[src/hdl/cafc_pkg.sv]
// Package for the code address and fetch configuration block
package cafc_pkg;
	localparam logic [11:0] CAFC_OFF_SEG = 12'h000;
	localparam logic [11:0] CAFC_OFF_CFG = 12'h004;
	localparam logic [11:0] CAFC_OFF_VSEG = 12'h008;
	localparam logic [11:0] CAFC_OFF_STAT = 12'h00c;
	localparam int CAFC_ZERO_JUMP_BIT = 0;
	localparam int CAFC_BRANCH_PRED_BIT = 1;
	localparam int CAFC_CSI_BIT = 2;
	localparam int CAFC_SEGOFF_BIT = 3;
	localparam int CAFC_WDT_BIT = 4;
	localparam int CAFC_VSC_LO = 5;
	localparam logic [15:0] CAFC_CFG_MASK = 16'h007f;
	localparam logic [15:0] CAFC_CFG_RST = 16'h0000;
	localparam logic [7:0] CAFC_VSEG_RST = 8'h00;
	localparam logic [15:0] CAFC_OFFSET_RST = 16'h0000;
	localparam logic [4:0] CAFC_STRIDE_BASE = 5'h02;

	typedef enum logic [2:0] {
		CAFC_OP_NONE,
		CAFC_OP_FAR_JUMP,
		CAFC_OP_FAR_CALL,
		CAFC_OP_FAR_RET,
		CAFC_OP_INT_RET,
		CAFC_OP_VECTOR
	} cafc_seg_op_t;

	typedef struct packed {
		cafc_seg_op_t op;
		logic [7:0] seg;
		logic [15:0] offset;
		logic load_offset;
		logic step;
	} cafc_flow_t;

	typedef struct packed {
		logic wdt_disable;
		logic wdt_enable;
		logic end_init;
	} cafc_instr_t;
endpackage : cafc_pkg

[src/hdl/cafc_top.sv]
// Fetch address former with segment control and core configuration register
//
// Our own choices: register access over APB and the placing of the registers.
`timescale 1ns/1ps
`default_nettype none
// What this block does
// - Fetch address is segment byte above offset halfword, simply concatenated.
// - Space is 256 segments of 64 KB, 16 MB in all.
// - Offset is halfword aligned; bit 0 always zero.
// - Offset is not register mapped; changed only by flow events.
// - Only segment bits 7:0 used; bits 15:8 read zero.
// - Segment register is read only to bus writes.
// - Segment loads from the vector segment register on the first edge after reset release.
// - Config bit 3 disables segmentation; reset gives segmented mode.
// - Segmented: far jump, call, return and interrupt return set segment.
// - Interrupt or trap always loads segment from vector segment.
// - Non-segmented: far flow events leave the segment frozen.
// - Bits 6:5 scale vector spacing to 2, 4, 8 or 16 words.
// - Watchdog bit 0: disable only before end of init; 1: both always.
// - Blocked watchdog instructions execute as no-operation.
// - Bit 2 set makes the context switch interruptible.
// - Bit 1 enables branch prediction.
// - Bit 0 enables zero-cycle jump.
// - Config writes accepted only before end of init.
module cafc_top (
	input wire logic pclk, // Core clock
	input wire logic presetn, // Async reset, active low
	input wire logic psel, // APB select
	input wire logic penable, // APB enable
	input wire logic pwrite, // APB direction
	input wire logic [11:0] paddr, // APB byte address
	input wire logic [31:0] pwdata, // APB write data
	output logic [31:0] prdata, // APB read data
	output logic pready, // APB ready
	output logic pslverr, // APB error
	input wire cafc_pkg::cafc_flow_t flow, // Instruction flow events
	input wire cafc_pkg::cafc_instr_t instr, // Special instruction strobes
	output logic [23:0] fetch_addr, // Physical fetch address
	output logic [4:0] vector_stride, // Words between vectors
	output logic wdt_disable_exec, // Watchdog disable takes effect
	output logic wdt_enable_exec, // Watchdog enable takes effect
	output logic context_switch_interruptible, // Context switch interruptible
	output logic branch_predict_enable, // Branch prediction on
	output logic zero_cycle_jump_enable, // Zero-cycle jump on
	output logic supervisor // Still before end of init
);
	import cafc_pkg::*;

	logic [7:0] code_segment_reg;
	logic [15:0] fetch_offset_ptr;
	logic [15:0] core_config_one;
	logic [7:0] vector_segment_reg;
	logic seg_loaded;
	logic [7:0] next_seg;
	logic [15:0] next_offset;

	wire segmentation_off = core_config_one[CAFC_SEGOFF_BIT];
	wire watchdog_instr_cfg = core_config_one[CAFC_WDT_BIT];
	wire [1:0] vector_spacing = core_config_one[CAFC_VSC_LO +: 2];
	wire far_op = (flow.op == CAFC_OP_FAR_JUMP) || (flow.op == CAFC_OP_FAR_CALL) ||
		(flow.op == CAFC_OP_FAR_RET) || (flow.op == CAFC_OP_INT_RET);
	wire vec_op = (flow.op == CAFC_OP_VECTOR);
	wire setup = psel && !penable;
	wire access = psel && penable;
	wire hit_seg = (paddr == CAFC_OFF_SEG);
	wire hit_cfg = (paddr == CAFC_OFF_CFG);
	wire hit_vseg = (paddr == CAFC_OFF_VSEG);
	wire hit_stat = (paddr == CAFC_OFF_STAT);
	wire mapped = hit_seg || hit_cfg || hit_vseg || hit_stat;
	wire bad = !mapped || (pwrite && (hit_seg || hit_stat));
	wire wr_cfg = access && pwrite && hit_cfg && supervisor;
	wire wr_vseg = access && pwrite && hit_vseg;
	wire [31:0] rd_word = hit_seg ? {24'h000000, code_segment_reg} :
		hit_cfg ? {16'h0000, core_config_one} :
		hit_vseg ? {24'h000000, vector_segment_reg} :
		hit_stat ? {31'h00000000, supervisor} : 32'h00000000;
	wire [4:0] next_stride = CAFC_STRIDE_BASE << vector_spacing;
	wire wd_allowed = watchdog_instr_cfg || supervisor;

	// Far flow only moves the segment in segmented mode; vectors always do
	always_comb begin
		next_seg = code_segment_reg;
		if (!seg_loaded) begin
			next_seg = vector_segment_reg;
		end else if (vec_op) begin
			next_seg = vector_segment_reg;
		end else if (far_op && !segmentation_off) begin
			next_seg = flow.seg;
		end
	end

	// Offset has no bus path; low bit forced clear
	always_comb begin
		next_offset = fetch_offset_ptr;
		if (flow.load_offset) begin
			next_offset = {flow.offset[15:1], 1'b0};
		end else if (flow.step) begin
			next_offset = fetch_offset_ptr + 16'h0002;
		end
	end

	// Segment is taken from the vector register one edge after release, since
	// an async reset may only load constants
	always_ff @(posedge pclk or negedge presetn) begin
		if (!presetn) begin
			seg_loaded <= 1'b0;
			code_segment_reg <= CAFC_VSEG_RST;
			fetch_offset_ptr <= CAFC_OFFSET_RST;
		end else begin
			seg_loaded <= 1'b1;
			code_segment_reg <= next_seg;
			fetch_offset_ptr <= next_offset;
		end
	end

	always_ff @(posedge pclk or negedge presetn) begin
		if (!presetn) begin
			core_config_one <= CAFC_CFG_RST;
			vector_segment_reg <= CAFC_VSEG_RST;
			supervisor <= 1'b1;
		end else begin
			if (wr_cfg) begin
				core_config_one <= pwdata[15:0] & CAFC_CFG_MASK;
			end
			if (wr_vseg) begin
				vector_segment_reg <= pwdata[7:0];
			end
			if (instr.end_init) begin
				supervisor <= 1'b0;
			end
		end
	end

	// Zero-wait APB slave: ready comes one cycle after setup
	always_ff @(posedge pclk or negedge presetn) begin
		if (!presetn) begin
			pready <= 1'b0;
			pslverr <= 1'b0;
			prdata <= 32'h00000000;
		end else begin
			pready <= setup;
			pslverr <= setup && bad;
			prdata <= (setup && !pwrite) ? rd_word : 32'h00000000;
		end
	end

	always_ff @(posedge pclk or negedge presetn) begin
		if (!presetn) begin
			fetch_addr <= {CAFC_VSEG_RST, CAFC_OFFSET_RST};
			vector_stride <= CAFC_STRIDE_BASE;
			wdt_disable_exec <= 1'b0;
			wdt_enable_exec <= 1'b0;
			context_switch_interruptible <= 1'b0;
			branch_predict_enable <= 1'b0;
			zero_cycle_jump_enable <= 1'b0;
		end else begin
			fetch_addr <= {next_seg, next_offset};
			vector_stride <= next_stride;
			wdt_disable_exec <= instr.wdt_disable && wd_allowed;
			wdt_enable_exec <= instr.wdt_enable && watchdog_instr_cfg;
			context_switch_interruptible <= core_config_one[CAFC_CSI_BIT];
			branch_predict_enable <= core_config_one[CAFC_BRANCH_PRED_BIT];
			zero_cycle_jump_enable <= core_config_one[CAFC_ZERO_JUMP_BIT];
		end
	end
endmodule : cafc_top
`default_nettype wire

[config.mk]
export PLATFORM = sky130hd
export DESIGN_NAME = cafc_top
export DESIGN_NICKNAME = d
export VERILOG_FILES = /design/src/hdl/cafc_pkg.sv /design/src/hdl/cafc_top.sv
export SDC_FILE = /design/constraint.sdc
export NUM_CORES = 1
export LEC_CHECK = 0
export ABC_CLOCK_PERIOD_IN_PS = 1800
export BUFFER_PORTS_ARGS = -buffer_cell sky130_fd_sc_hd__buf_2
export CORE_AREA = 2 2 93 95
export DETAILED_ROUTE_END_ITERATION = 16
export DIE_AREA = 0 0 95 97
export GPL_ROUTABILITY_DRIVEN = 0
export PLACE_DENSITY = 0.63
export SLEW_MARGIN = 20
export SYNTH_ARGS = -nofsm -noshare
export SYNTH_HDL_FRONTEND = slang
export SYNTH_SLANG_ARGS = --single-unit
[constraint.sdc]
create_clock -name pclk -period 1.8 [get_ports pclk]
set_input_delay 0.18 -clock pclk [delete_from_list [all_inputs] [get_ports pclk]]
set_output_delay 0.18 -clock pclk [all_outputs]
set_load 0.01 [all_outputs]
# Yosys cells after proc, flatten, opt, wreduce, memory -nomap -nowiden

Index checks and enable logic that the tools add are counted.

Register bits: 85
Output and inout port bits: 69

$add $sub $neg: 1
Equality and inequality tests: 8
Shifts and indexed selects: 1
Multiplexer cells: 10
Reductions and logical operators: 26

Operators by type and width:

| cell                                                                    | number |
|---|---|
| 8-bit 2-to-1 mux                                                        | 7 |
| 16-bit 2-to-1 mux                                                       | 2 |
| 12-bit by 4-bit equality test with 1-bit output (second input constant) | 2 |
| 16-bit by 2-bit adder with 16-bit output (second input constant)        | 1 |
| 12-bit by 3-bit equality test with 1-bit output (second input constant) | 1 |
| 1-bit logical AND                                                       | 12 |
| 12-bit logical NOT                                                      | 1 |
| 1-bit logical OR                                                        | 9 |
| 3-bit by 2-bit equality test with 1-bit output (second input constant)  | 2 |
| 3-bit equality test (second input constant)                             | 2 |
| 2-bit by 2-bit left shift with 5-bit output (first input constant)      | 1 |
| 1-bit logical NOT                                                       | 4 |
| 3-bit by 1-bit equality test with 1-bit output (second input constant)  | 1 |
| 1-bit 2-to-1 mux                                                        | 1 |

# Longest topological paths before layout

Depth in word-level cells: 8
Gate-level depth with buffers: 5

# Worst setup path before layout

Ideal clock, no wire load.

Path kind: register to register
Start point: reg, netlist name fetch_addr[1]
End point: reg fetch_addr[15]
Setup time: 125 ps
Arrival: 1456 ps
Required time: 1675 ps
Setup slack: 220 ps
Stages on the path, launching flop included: 6
Period minus slack after synthesis: 1580 ps
Path through: dfrtp_1 ha_1 nand3_1 nor4_1 xor2_1 mux2_2

RTL lines:

| item                   | RTL line        | text |
|---|---|---|
| end signal: assignment | cafc_top.sv:149 | `fetch_addr <= {CAFC_VSEG_RST, CAFC_OFFSET_RST};` |
| end signal: assignment | cafc_top.sv:157 | `fetch_addr <= {next_seg, next_offset};` |
| end: declaration       | cafc_top.sv:38  | `output logic [23:0] fetch_addr,` |

==> metrics.md <==
| Metric | Value |
|---|---|
| Initial core utilization | 0.344 |
| DRC | 0 |
| Area grow syn2layout | 29.9% |
| Synth Register Bits | 59 |
| Mapped cell area | 2800 µm² |
| Worst Skew | 0.00283 ns |
| Global-route usage over all layers | 0.140 |
| Nets@finish | 454 |
| # diodes | 0 |
| Most common cell after layout, fill and taps aside | buf_2 |
| Routed vias/inst | 4.40 |
| CTS Sinks | 59 |
| Final Hold Violating Endpoints | 0 |
| Top cells by area, synth | dfrtp_1 51%, buf_4 7.0%, mux2_2 6.8% |
| CTS tree | done |
| Placed Area | 3390 µm² |
| Synth warnings | 0 |
| CP startpoint kind | flip-flop |
| Iter 0 DRT Violations | 47 |
| Maximum VDD drop | 353 µV |
| Hold_buf cts | 2 |
| Hold Path Sink | wdt_disable_exec |
| Die area | 9220 µm² |
| Design area | 3630 µm² |
| Core Util, Final | 0.447 |
| Worst-path cell chain | ha_1 > nand3_1 > nor4_1 > xor2_1 > mux2_2 |
| RSZ-0062 raised after global routing | no |
| Post-Route WL | 6220 µm |
| DIE WIDTH | 95 µm |
| I/O pins | 150 |
| Vias in the first global route | 1984 |
| Global-route wire length before repair | 9740 µm |
| Largest net degree at the start of global routing | 27 |
| Crit path required time | 2.02 ns |
| Synth area leader | dfrtp_1 |
| Final Cycle Share | 0.935 |
| Crit-path max FO | 5 |
| Cell Count, Final, Fillers Out | 482 |
| Cell Rows | 33 |
| Routed WL per cell | 12.9 µm |
| CP Class | reg -> reg |
| Min Tclk post-route | 1.68 ns |
| DR pass1 iterations | 4 |
| R2r startpoint | fetch_addr[1] |
| Total grt overflow | 0 |
| Die Ht | 97 µm |
| Fillers | 790 |
| Worst Setup End Kind | flip-flop |
| Power per Cell Area | 869 nW/µm² |
| Number of antenna-violating nets in the routed design | 0 |
| Clock Pin Slew Worst Setup and Hold Paths | 0.06 ns |
| Slowest CP cell | dfrtp_1 |
| Final TNS setup | 0 ns |
| Crit Reg-Reg Endpoint | fetch_addr[15] |
| Worst reg2reg path depth | 5 |
| Hold_sp | instr[2] |
| Largest register FFs | 22 |
| Mean post-synth cell area | 10.8 µm² |
| # setup viols final | 0 |
| R2r setup slk | 0.12 ns |
| Initial antenna violation count | 0 |
| Worst-skew pair later-pin latency | 0.33 ns |
| Yosys top cell area share | 0.510 |
| Total CTS buffers | 9 |
| CTS resizes | 0 |
| Most frequent cells in the layout | 98 x buf_2, 57 x dfrtp_1, 27 x nand2_1, 27 x conb_1, 21 x o21ai_0 |
| Vias | 2120 |
| Leakage | 1.87 nW |
| Largest stage delay on the critical path | 0.41 ns |
| I/O Buffers | 98 |
| Yosys cell types | 31 |
| Hold path depth | 2 |
| H-tree levels | 3 |
| Status | finished, final reports clean |
| DP HPWL | 4660 µm |
| Seq/Total Area, Yosys | 0.529 |
| Hold Crit Class | in -> reg |
| Dpl cells | 464 |
| Arr. time, crit path | 1.90 ns |
| Final Max Slew Viols | 0 |
| Share of layout cells above drive strength 1 | 0.398 |
| CP bufs+invs | 0 |
| Fmax achieved | 594 MHz |
| Placeable Area | 8130 µm² |
| Post-CTS setup buffer count | 0 |
| Max cap viols | 0 |
| Post-Syn Instances | 258 |
| CTS root buf | clkbuf_8 |
| Top delay family on crit path | simple AND/OR/NAND/NOR gates |
| CTS Buffer Depth | 2 |
-- how the worst max path moves through the flow --
stage / startpoint / slack (ns) / end / cells past startpoint
floorplan: fetch_addr[1] / 0.22 / fetch_addr[15] / 5
global placement: paddr[7] / 0.09 / vector_segment_reg[4] / 6
detailed placement: paddr[7] / 0.05 / vector_segment_reg[4] / 6
CTS: fetch_addr[1] / 0.09 / fetch_addr[15] / 5
global route: fetch_addr[1] / 0.02 / fetch_addr[15] / 5
finish: fetch_addr[1] / 0.12 / fetch_addr[15] / 5
-- cells in the mapped netlist, drive strengths merged --
cell type  count
nand4          4
and2           2
ha             1
clkbuf         6
nor4           9
mux4           1
mux2          17
nor3           6
a21oi          7
conb           2
dfrtp         57
nor2b          5
inv            3
nand2         27
buf           28
or3            1
xnor2         10
xor2           5
nand3          7
nand2b         1
dfstp          2
mux2i         16
o21ai         22
nor2          17
o21a           2
-- stage by stage --
step           hold WS, ns  setup slack, ns  power [mW]
6_report            0.0533            0.118        3.16
2_1_floorplan       -0.116            0.220        1.67
3_5_place_dp        0.0656           0.0494        1.83
5_1_grt             0.0463           0.0200        3.31
3_3_place_gp        0.0633           0.0885        1.82
4_1_cts             0.0382           0.0884        3.20
-- cell type report --
cell class | count | area (µm²) | area share
clock buffers | 11 | 151 | 0.0417
clock inverters | 5 | 75.1 | 0.0207
inverters | 3 | 11.3 | 0.00310
multi-input cells | 187 | 1170 | 0.323
flip-flops and latches | 59 | 1480 | 0.407
well taps | 105 | 131 | 0.0361
repair buffers | 112 | 613 | 0.169
-- metal layers --
metal  track usage  routed length, µm
met4        0.0635                 88
met3        0.0319                466
met1         0.180               2650
met5             0                  0
met2         0.223               3010
-- power by group --
group          internal, mW  leakage, nW  switching [mW]
registers              1.38        0.780          0.0523
logic                 0.163        0.971           0.207
clock network         0.847        0.119           0.513
-- cells by family (layout without fill, tap and decap cells) --
group / Yosys count / after routing / synth area share
fa+ha+maj: 1 / 1 / 0.00447
flops: 59 / 59 / 0.529
mux: 34 / 34 / 0.134
simple gates: 79 / 79 / 0.141
xor+xnor: 15 / 15 / 0.0470
other cells: 2 / 27 / 0.00268
compound gates: 31 / 31 / 0.0572
buf+inv: 37 / 131 / 0.0854
(Power assumes the default switching activity.)
